`src/verilog/hp_map.svh`:
```
// host port constants: config offsets, field positions, port codes, timing counts
// assumes a 40 MHz system clock; included by bare name
`ifndef HP_MAP_SVH
`define HP_MAP_SVH

`define HP_CLK_PERIOD_NS 25
`define HP_PT_ASYNC16 8'h08
`define HP_PT_ASYNC8 8'h09
`define HP_CFG_FIRST_ADR 16'h0150
`define HP_CFG_LAST_ADR 16'h0153
`define HP_CFG_POL_ADR 16'h0150
`define HP_CFG_RDDLY_ADR 16'h0152
`define HP_ERR_CNT_ADR 16'h030d
`define HP_CFG_RESET 32'h0000_0000
// bit positions inside the polarity byte, 1 selects active high
`define HP_POL_CS 0
`define HP_POL_BHE 1
`define HP_POL_RD 2
`define HP_POL_WR 3
`define HP_POL_BUSY 4
`define HP_POL_IRQ 5
`define HP_RDDLY_BIT 0
`define HP_CNT_W 4
`define HP_ERR_MAX 8'hff
// times in ns
`define HP_RD_BYTE_NS 235
`define HP_RD_WORD_NS 315
`define HP_WR_BYTE_NS 200
`define HP_WR_WORD_NS 280
`define HP_RD_DLY_NS 20
`define HP_COLL_NS 20
// longest times round down, extra delays round up
`define HP_RD_BYTE_CYC (`HP_RD_BYTE_NS / `HP_CLK_PERIOD_NS)
`define HP_RD_WORD_CYC (`HP_RD_WORD_NS / `HP_CLK_PERIOD_NS)
`define HP_WR_BYTE_CYC (`HP_WR_BYTE_NS / `HP_CLK_PERIOD_NS)
`define HP_WR_WORD_CYC (`HP_WR_WORD_NS / `HP_CLK_PERIOD_NS)
`define HP_RD_DLY_CYC ((`HP_RD_DLY_NS + `HP_CLK_PERIOD_NS - 1) / `HP_CLK_PERIOD_NS)
`define HP_COLL_CYC ((`HP_COLL_NS + `HP_CLK_PERIOD_NS - 1) / `HP_CLK_PERIOD_NS)

`endif

```
`src/verilog/hp_pkg.sv`:
```
// host port types: normalised pin bundle, config bytes, internal access, states
// constants live in hp_map.svh
package hp_pkg;

  typedef struct packed {
    logic cs;
    logic rd;
    logic wr;
    logic byte_high_enable_n;
    logic [15:0] adr;
    logic [15:0] data;
  } hp_pins_t;

  typedef struct packed {
    logic [7:0] b153;
    logic [7:0] b152;
    logic [7:0] b151;
    logic [7:0] b150;
  } hp_cfg_t;

  typedef struct packed {
    logic req;
    logic we;
    logic [15:0] adr;
    logic [1:0] be;
    logic [15:0] wdata;
  } hp_mem_t;

  typedef enum logic [1:0] {
    HP_IDLE,
    HP_WRITE,
    HP_READ,
    HP_HOLD
  } hp_state_t;

endpackage

```
`src/verilog/hp_pin_stage.sv`:
```
// registers host pins and turns them into active-high form
// assumes pins synchronous to sys_clk_i
`timescale 1ns/1ps
`include "hp_map.svh"
module hp_pin_stage
  import hp_pkg::*;
(
  input wire logic sys_clk_i,
  input wire logic srst_i,
  input wire logic clk_en_i,
  input wire logic en_i,
  input wire logic [7:0] pol_i,
  input wire logic [3:0] ctl_i,
  input wire logic [15:0] adr_i,
  input wire logic [15:0] data_i,
  output hp_pins_t pins_o
);

  logic [3:0] act;
  logic [3:0] pol;
  hp_pins_t pins_d;
  hp_pins_t pins_q;

  // ctl order: 3 cs, 2 rd, 1 wr, 0 bhe
  assign pol = {pol_i[`HP_POL_CS], pol_i[`HP_POL_RD], pol_i[`HP_POL_WR], pol_i[`HP_POL_BHE]};

  genvar gi;
  generate
    for (gi = 0; gi < 4; gi++) begin : g_pol
      assign act[gi] = ctl_i[gi] ~^ pol[gi];
    end
  endgenerate

  always_comb begin
    pins_d = pins_q;
    // port disabled: strobes seen as idle
    pins_d.cs = act[3] & en_i;
    pins_d.rd = act[2] & en_i;
    pins_d.wr = act[1] & en_i;
    pins_d.byte_high_enable_n = act[0];
    pins_d.adr = adr_i;
    pins_d.data = data_i;
  end

  always_ff @(posedge sys_clk_i) begin
    if (srst_i) begin
      pins_q <= '0;
    end else if (clk_en_i) begin
      pins_q <= pins_d;
    end
  end

  assign pins_o = pins_q;

endmodule // hp_pin_stage

```
`src/verilog/hp_err_cnt.sv`:
```
// saturating access error counter
// inc and clr are one-cycle pulses
`timescale 1ns/1ps
`include "hp_map.svh"
module hp_err_cnt (
  input wire logic sys_clk_i,
  input wire logic srst_i,
  input wire logic clk_en_i,
  input wire logic inc_i,
  input wire logic clr_i,
  output logic [7:0] cnt_o
);

  logic [7:0] cnt_d;
  logic [7:0] cnt_q;

  always_comb begin
    cnt_d = cnt_q;
    // an error in the clearing cycle still counts
    if (clr_i) begin
      cnt_d = inc_i ? 8'h01 : 8'h00;
    end else if (inc_i && cnt_q != `HP_ERR_MAX) begin
      cnt_d = cnt_q + 8'h01;
    end
  end

  always_ff @(posedge sys_clk_i) begin
    if (srst_i) begin
      cnt_q <= 8'h00;
    end else if (clk_en_i) begin
      cnt_q <= cnt_d;
    end
  end

  assign cnt_o = cnt_q;

endmodule // hp_err_cnt

```
`src/verilog/hp_async_port.sv`:
```
// asynchronous 8/16 bit parallel host port, device end
// assumes host pins synchronous to sys_clk_i, internal memory answers in fixed time
`timescale 1ns/1ps
`include "hp_map.svh"
module hp_async_port
  import hp_pkg::*;
(
  input wire logic sys_clk_i,
  input wire logic srst_i,
  input wire logic clk_en_i,
  input wire logic [7:0] port_type_i,
  input hp_cfg_t cfg_i,
  input wire logic cfg_done_i,
  input wire logic cs_pin_i,
  input wire logic rd_pin_i,
  input wire logic wr_pin_i,
  input wire logic byte_high_enable_n_i,
  input wire logic [15:0] adr_i,
  input wire logic [15:0] data_i,
  output logic [15:0] data_o,
  output logic [1:0] data_oe_o,
  output logic busy_o,
  output logic busy_oe_o,
  input wire logic irq_req_i,
  output logic irq_o,
  output logic irq_oe_o,
  output logic cfg_loaded_o,
  output logic cfg_loaded_oe_o,
  output hp_mem_t mem_o,
  input wire logic [15:0] mem_rdata_i,
  output logic abort_o,
  input wire logic err_clr_i,
  output logic [7:0] err_cnt_o
);

  logic en;
  logic wide;
  logic rd_dly;
  hp_pins_t p;
  logic wr_act;
  logic rd_act;
  logic wr_end;
  logic rd_start;
  logic rd_end;
  logic rd_go;
  logic busy;
  logic err;
  logic [1:0] wbe;
  logic wvalid;
  logic [1:0] rbe;
  logic rvalid;
  logic coll;
  logic coll_adr;
  logic [`HP_CNT_W-1:0] rd_cyc;

  hp_state_t st_d, st_q;
  logic [`HP_CNT_W-1:0] cnt_d, cnt_q;
  logic wr_act_q, rd_act_q;
  logic rd_pend_d, rd_pend_q;
  logic [15:0] wadr_d, wadr_q;
  logic [15:0] wdat_d, wdat_q;
  logic wbhe_d, wbhe_q;
  logic [15:0] radr_d, radr_q;
  logic rbhe_d, rbhe_q;
  logic [15:0] lwadr_d, lwadr_q;
  logic [1:0] lwbe_d, lwbe_q;
  logic lw_d, lw_q;
  logic [15:0] rdata_d, rdata_q;
  hp_mem_t mem_d, mem_q;
  logic abort_d, abort_q;

  // port type select and options
  assign en = cfg_done_i & (port_type_i == `HP_PT_ASYNC16 || port_type_i == `HP_PT_ASYNC8);
  assign wide = port_type_i == `HP_PT_ASYNC16;
  assign rd_dly = cfg_i.b152[`HP_RDDLY_BIT];

  hp_pin_stage u_pins (
    .sys_clk_i(sys_clk_i),
    .srst_i(srst_i),
    .clk_en_i(clk_en_i),
    .en_i(en),
    .pol_i(cfg_i.b150),
    .ctl_i({cs_pin_i, rd_pin_i, wr_pin_i, byte_high_enable_n_i}),
    .adr_i(adr_i),
    .data_i(data_i),
    .pins_o(p)
  );

  // byte lane decode: returns {valid, be_high, be_low}
  function automatic logic [2:0] hp_decode(input logic a0, input logic byte_high_enable_n, input logic w);
    logic [2:0] r;
    r = 3'h0;
    if (!w) begin
      // narrow port: address bit 0 alone picks the lane
      if (a0) begin
        r = 3'h6;
      end else begin
        r = 3'h5;
      end
    end else begin
      case ({a0, byte_high_enable_n})
        2'b01: r = 3'h7;
        2'b00: r = 3'h5;
        2'b11: r = 3'h6;
        default: r = 3'h0;
      endcase
    end
    return r;
  endfunction

  // write is complete when the select-and-strobe pair goes away
  assign wr_act = p.cs & p.wr;
  assign rd_act = p.cs & p.rd;
  assign wr_end = wr_act_q & ~wr_act;
  assign rd_start = rd_act & ~rd_act_q;
  assign rd_end = rd_act_q & ~rd_act;
  assign rd_go = rd_act & (rd_start | rd_pend_q);
  // a read waiting behind a running write keeps busy up
  assign busy = (st_q == HP_WRITE) | (st_q == HP_READ) | rd_pend_q;

  assign {wvalid, wbe} = hp_decode(wadr_q[0], wbhe_q, wide);
  assign {rvalid, rbe} = hp_decode(p.adr[0], p.byte_high_enable_n, wide);

  // read, byte or word, at the exact address of a byte just written pays the collision delay
  assign coll_adr = lwadr_q == p.adr;
  assign coll = lw_q && coll_adr && lwbe_q != 2'b11;

  // read busy length; base time rounded down, extras rounded up
  always_comb begin
    rd_cyc = `HP_CNT_W'(rbe == 2'b11 ? `HP_RD_WORD_CYC : `HP_RD_BYTE_CYC);
    if (rd_dly) begin
      rd_cyc = rd_cyc + `HP_CNT_W'(`HP_RD_DLY_CYC);
    end
    if (coll) begin
      rd_cyc = rd_cyc + `HP_CNT_W'(`HP_COLL_CYC);
    end
  end

  // latch write address, enable and data while the strobe is active
  always_comb begin
    wadr_d = wadr_q;
    wdat_d = wdat_q;
    wbhe_d = wbhe_q;
    if (wr_act) begin
      wadr_d = p.adr;
      wdat_d = p.data;
      wbhe_d = p.byte_high_enable_n;
    end
  end

  always_ff @(posedge sys_clk_i) begin
    if (srst_i) begin
      wadr_q <= 16'h0000;
      wdat_q <= 16'h0000;
      wbhe_q <= 1'b0;
      wr_act_q <= 1'b0;
      rd_act_q <= 1'b0;
    end else if (clk_en_i) begin
      wadr_q <= wadr_d;
      wdat_q <= wdat_d;
      wbhe_q <= wbhe_d;
      wr_act_q <= wr_act;
      rd_act_q <= rd_act;
    end
  end

  // access sequencer
  always_comb begin
    st_d = st_q;
    cnt_d = cnt_q;
    rd_pend_d = rd_pend_q;
    radr_d = radr_q;
    rbhe_d = rbhe_q;
    lwadr_d = lwadr_q;
    lwbe_d = lwbe_q;
    lw_d = lw_q;
    rdata_d = rdata_q;
    mem_d = mem_q;
    mem_d.req = 1'b0;
    abort_d = 1'b0;
    err = 1'b0;
    if (wr_end) begin
      // released while busy: counted, yet the write still goes in
      if (busy) begin
        err = 1'b1;
      end
      if (!wvalid) begin
        err = 1'b1;
      end else begin
        st_d = HP_WRITE;
        cnt_d = `HP_CNT_W'(wbe == 2'b11 ? `HP_WR_WORD_CYC : `HP_WR_BYTE_CYC);
        mem_d = '{req: 1'b1, we: 1'b1, adr: wadr_q, be: wbe, wdata: wdat_q};
        // 8 bit odd byte sits on host lane 0, internal lane 1
        if (!wide) begin
          mem_d.wdata = {wdat_q[7:0], wdat_q[7:0]};
        end
        lwadr_d = wadr_q;
        lwbe_d = wbe;
        lw_d = 1'b1;
      end
    end else begin
      case (st_q)
        HP_IDLE, HP_HOLD: begin
          if (st_q == HP_HOLD && !rd_act) begin
            st_d = HP_IDLE;
          end
          if (rd_go || (st_q == HP_HOLD && rd_act && (p.adr != radr_q || p.byte_high_enable_n != rbhe_q))) begin
            rd_pend_d = 1'b0;
            radr_d = p.adr;
            rbhe_d = p.byte_high_enable_n;
            if (!rvalid) begin
              err = 1'b1;
              st_d = HP_HOLD;
            end else begin
              st_d = HP_READ;
              cnt_d = rd_cyc;
              mem_d = '{req: 1'b1, we: 1'b0, adr: p.adr, be: rbe, wdata: 16'h0000};
              lw_d = 1'b0;
            end
          end
        end
        HP_WRITE: begin
          if (rd_start) begin
            rd_pend_d = 1'b1;
          end
          if (rd_end && rd_pend_q) begin
            err = 1'b1;
            rd_pend_d = 1'b0;
          end
          if (cnt_q <= `HP_CNT_W'(1)) begin
            st_d = HP_IDLE;
          end else begin
            cnt_d = cnt_q - `HP_CNT_W'(1);
          end
        end
        HP_READ: begin
          if (rd_end) begin
            err = 1'b1;
            abort_d = 1'b1;
            st_d = HP_IDLE;
          end else if (cnt_q <= `HP_CNT_W'(1)) begin
            st_d = HP_HOLD;
            rdata_d = mem_rdata_i;
            if (!wide && radr_q[0]) begin
              rdata_d = {8'h00, mem_rdata_i[15:8]};
            end
          end else begin
            cnt_d = cnt_q - `HP_CNT_W'(1);
          end
        end
        default: begin
          st_d = HP_IDLE;
        end
      endcase
    end
  end

  always_ff @(posedge sys_clk_i) begin
    if (srst_i) begin
      st_q <= HP_IDLE;
      cnt_q <= '0;
      rd_pend_q <= 1'b0;
      radr_q <= 16'h0000;
      rbhe_q <= 1'b0;
      lwadr_q <= 16'h0000;
      lwbe_q <= 2'h0;
      lw_q <= 1'b0;
      rdata_q <= 16'h0000;
      mem_q <= '0;
      abort_q <= 1'b0;
    end else if (clk_en_i) begin
      st_q <= st_d;
      cnt_q <= cnt_d;
      rd_pend_q <= rd_pend_d;
      radr_q <= radr_d;
      rbhe_q <= rbhe_d;
      lwadr_q <= lwadr_d;
      lwbe_q <= lwbe_d;
      lw_q <= lw_d;
      rdata_q <= rdata_d;
      mem_q <= mem_d;
      abort_q <= abort_d;
    end
  end

  hp_err_cnt u_err (
    .sys_clk_i(sys_clk_i),
    .srst_i(srst_i),
    .clk_en_i(clk_en_i),
    .inc_i(err & clk_en_i),
    .clr_i(err_clr_i & clk_en_i),
    .cnt_o(err_cnt_o)
  );

  // pin drivers; busy and data oe follow the registered pins, so their release lags one cycle
  assign busy_oe_o = p.cs;
  assign busy_o = busy ~^ cfg_i.b150[`HP_POL_BUSY];
  // data driven only while the sequencer holds, after a finished read or a rejected one
  always_comb begin
    data_oe_o = 2'b00;
    if (rd_act && st_q == HP_HOLD) begin
      data_oe_o[0] = 1'b1;
      data_oe_o[1] = wide;
    end
  end
  assign data_o = rdata_q;
  assign irq_o = irq_req_i ~^ cfg_i.b150[`HP_POL_IRQ];
  assign irq_oe_o = en;
  assign cfg_loaded_o = 1'b1;
  assign cfg_loaded_oe_o = en;
  assign mem_o = mem_q;
  assign abort_o = abort_q;

endmodule // hp_async_port

```
`config.mk`:
```
export PLATFORM = sky130hd
export DESIGN_NAME = hp_async_port
export DESIGN_NICKNAME = d
export VERILOG_FILES = /design/src/verilog/hp_pkg.sv /design/src/verilog/hp_pin_stage.sv /design/src/verilog/hp_err_cnt.sv /design/src/verilog/hp_async_port.sv
export VERILOG_INCLUDE_DIRS = /design/src /design/src/verilog
export SDC_FILE = /design/constraint.sdc
export NUM_CORES = 1
export LEC_CHECK = 0
export ABC_AREA = 1
export BUFFER_PORTS_ARGS = -buffer_cell sky130_fd_sc_hd__buf_4
export CORE_UTILIZATION = 41
export DETAILED_ROUTE_END_ITERATION = 10
export HOLD_SLACK_MARGIN = 0.02
export PLACE_DENSITY = 0.62
export SYNTH_ARGS = -nofsm -noshare
export SYNTH_HDL_FRONTEND = slang
export SYNTH_SLANG_ARGS = --single-unit
```
`constraint.sdc`:
```
create_clock -name sys_clk_i -period 2.3 [get_ports sys_clk_i]
set_input_delay 0.115 -clock sys_clk_i [delete_from_list [all_inputs] [get_ports sys_clk_i]]
set_output_delay 0.115 -clock sys_clk_i [all_outputs]
set_load 0.05 [all_outputs]
```
==> metrics.md <==
| Metric | Value |
|---|---|
| Status | complete, no violations |
| Worst-path clk slew | 0.07 ns |
| Count of final setup violators | 0 |
| TritonCTS clock tree | built |
| Peak VDD IR | 465 µV |
| MaxCap Viol Count | 0 |
| Global-route wire length before repair | 35,900 µm |
| Maximum fanout along the worst path | 15 |
| Fin Setup TNS | 0 ns |
| Die Wd | 140 µm |
| Critical R2R Capture | mem_o[33] |
| Slew Limit Headroom | 55.4% |
| DRC Markers | 0 |
| Pins Over Slew Limit | 0 |
| Final wirelength | 22,000 µm |
| Initial DRT Pass Iterations | 5 |
| Worst min-delay path startpoint | adr_i[14] |
| Yosys cell types | 37 |
| Total number of vias | 7,770 |
| Gpl congestion | 0.921 |
| Die height | 140 µm |
| CP startpoint kind | flip-flop |
| Initial antenna violation count | 0 |
| YS warnings | 0 |
| Core Footprint | 18,700 µm² |
| Fill count | 1,756 |
| Die ar. | 19,700 µm² |
| Most common cell in the netlist | dfxtp_1 |
| EDFF count, synth | 0 |
| Synth Flop Type | dfxtp_1 |
| Nets | 1,386 |
| Crit path from | u_pins.pins_o[26] |
| Number of setup buffers added after CTS | 0 |
| Sequential area share after synthesis | 44.7% |
| PortBufs | 140 |
| Antenna Cells | 0 |
| Worst Path Required | 2.62 ns |
| Seq cells post-synth | 175 |
| Initial core utilization | 41.9% |
| WP data arrival | 2.42 ns |
| Pwr Density | 724 nW/µm² |
| Post-DP HPWL | 15,100 µm |
| Seq. cell area | 3500 µm² |
| R2r worst-path depth | 14 |
| Area leader, netlist | dfxtp_1 |
| Yosys top cell area share | 44.7% |
| Remaining antenna violation count | 0 |
| Worst min-delay path category | primary input to flip-flop |
| Slew at the pin closest to its max-slew limit | 0.670 ns |
| Flop2flop setup slack | 0.20 ns |
| P_leak | 4.41 nW |
| Final Cycle Share | 91.1% |
| Vias in the first global route | 7,137 |
| Synth area leaders | dfxtp_1, a21oi_1, o21ai_0 |
| I/O pins | 167 |
| Grt total ovfl | 0 |
| Post-synth ARST share | 0% |
| Hold depth | 3 |
| Clk_skew | 0.00826 ns |
| Syn Inst Count | 1,085 |
| Hold Path Sink | u_pins.pins_o[30] |
| Layout cells sized above 1 | 18.5% |
| Pwr Total | 7.60 mW |
| Mean Syn Cell Area | 7.22 µm² |
| Max Clock Freq | 477 MHz |
| Iter 0 DRT Violations | 526 |
| Root buffer cell | clkbuf_16 |
| Row cnt | 50 |
| Pin count of the biggest net entering global routing | 60 |
| Syn Std Cell Area | 7830 µm² |
| CP endpoint kind | flip-flop |
| Hold Fails Final Rpt | 0 |
| Worst skew pair latency | 0.43 ns |
| Crit Path Class | flip-flop to flip-flop |
| Vias per inst | 5.09 |
| RSZ-0062 raised after global routing | no |
| Worst R2R Start | u_pins.pins_o[26] |
| CTS max path bufs | 2 |
| Cts bufs inserted | 17 |
| Tot GR Track Use | 22.9% |
| Area growth syn-to-layout | 34.1% |
| H-tree depth | 4 |
| Sink Count | 175 |
| Area of the multi-input gates | 3600 µm² |
| Syn_nets | 1,191 |
| Final Critical Period | 2.10 ns |
| Drt wl/cell | 14.4 µm |
| Synth top cells by count | dfxtp_1, nand2_1, a21oi_1 |
## worst max path at each step
stage / slack [ns] / end / depth (start not counted)
floorplan: 0.07 / radr_q[11] / 8
detailed placement: 0.15 / radr_q[11] / 8
CTS: 0.12 / radr_q[10] / 8
finish: 0.20 / mem_o[33] / 14
global route: 0.00007 / u_err.cnt_o[5] / 17
global placement: 0.18 / mem_o[31] / 14
## area by class of cell
class | instances | area share [%]
Clock inverter | 12 | 1.48
Timing Repair Buffer | 239 | 19.1
Sequential cell | 175 | 33.4
Tap cell | 234 | 2.79
Inverter | 129 | 4.61
Clock buffer | 20 | 4.35
Multi-Input combinational cell | 718 | 34.3
## registers in the layout, indices dropped and copies added (netlist names), 2 cells and up
name and cells:
cnt_q 4, data_o 16, lwadr_q 16, lwbe_q 2, mem_o 36, radr_q 16
st_q 2, u_err.cnt_o 8, u_pins.pins_o 36, wadr_q 16, wdat_q 16
## repair_timing
item,4_1_cts,5_1_grt
endpoints found under the hold margin,47,0
gates resized for setup,0,8
setup endpoints to repair,0,26
hold buffers,53,0
## worst max-delay path, stage by stage (launching register included)
cell	delay (ns)
dfxtp_1	0.38
inv_2	0.07
nand2_1	0.06
nand2_1	0.05
nor2_1	0.14
nand3_1	0.10
nor2_1	0.13
nand2_2	0.11
a21boi_4	0.21
nor2_2	0.07
buf_4	0.20
nand3_1	0.08
o21ai_0	0.12
o21ai_0	0.20
a21oi_1	0.06
## cells by family (layout without fill, tap and decap cells)
family                   after synthesis  after routing  synth area share, %
adder cells (fa/ha/maj)                8              8                 1.28
flip-flops                           175            175                 44.7
buffers and inverters                192            400                 9.69
AO/OA/AOI/OAI                        315            315                 21.4
XOR/XNOR                              24             24                 2.68
other                                  1              1               0.0479
AND/OR/NAND/NOR                      370            370                 20.2
## through the flow
step	hold slack, ns	cells	utilization [%]	setup WS [ns]	area (µm²)
finish	0.0237	1527	56.1	0.205	10500
global route	0.0362	1527	56.1	0.0000728	10500
CTS	0.0201	1527	56.0	0.116	10500
detailed placement	0.344	1442	49.9	0.148	9340
global placement	0.335	1442	49.9	0.185	9340
floorplan	0.250	1085	-	0.0686	7840
## cells in the final DEF, fill, tap and decap left out, drive strengths merged
master       Yosys  routed
o211ai           9       9
a211oi           2       2
nor3             8       8
nor2            91      91
o221ai           1       1
a21oi          144     144
xnor2           14      14
or2              1       1
o2111ai         10      10
inv            125     128
bufinv           0       3
nand3           79      79
ha               8       8
a31oi            1       1
nand4           12      12
clkinv           4       9
dlygate4sd3      0      53
nor4             7       7
clkinvlp         0       1
conb             1       1
a21boi           2       2
o21ai          144     144
clkbuf          42      20
a31o             1       1
xor2            10      10
nor3b            3       3
dfxtp          175     175
nand2          169     169
buf             21     186
o31ai            1       1
## where the power goes
group | switching (mW) | internal, mW
Clock | 1.26 | 1.78
Sequential | 0.0778 | 3.15
Combinational | 0.808 | 0.530
Total | 2.14 | 5.46
## layer usage
layer  vias to the layer above  routed length [µm]  track usage (%)  share of wire [%]
met5                         -                   0                0                  0
met4                         0                 365             6.59                1.7
met3                        24                1180             4.96                5.4
met2                       233               10200             37.6                 46
met1                      3535               10200             30.2                 46
li1                       3978                   -                -                  -
Power figures use the tool's default switching activity.
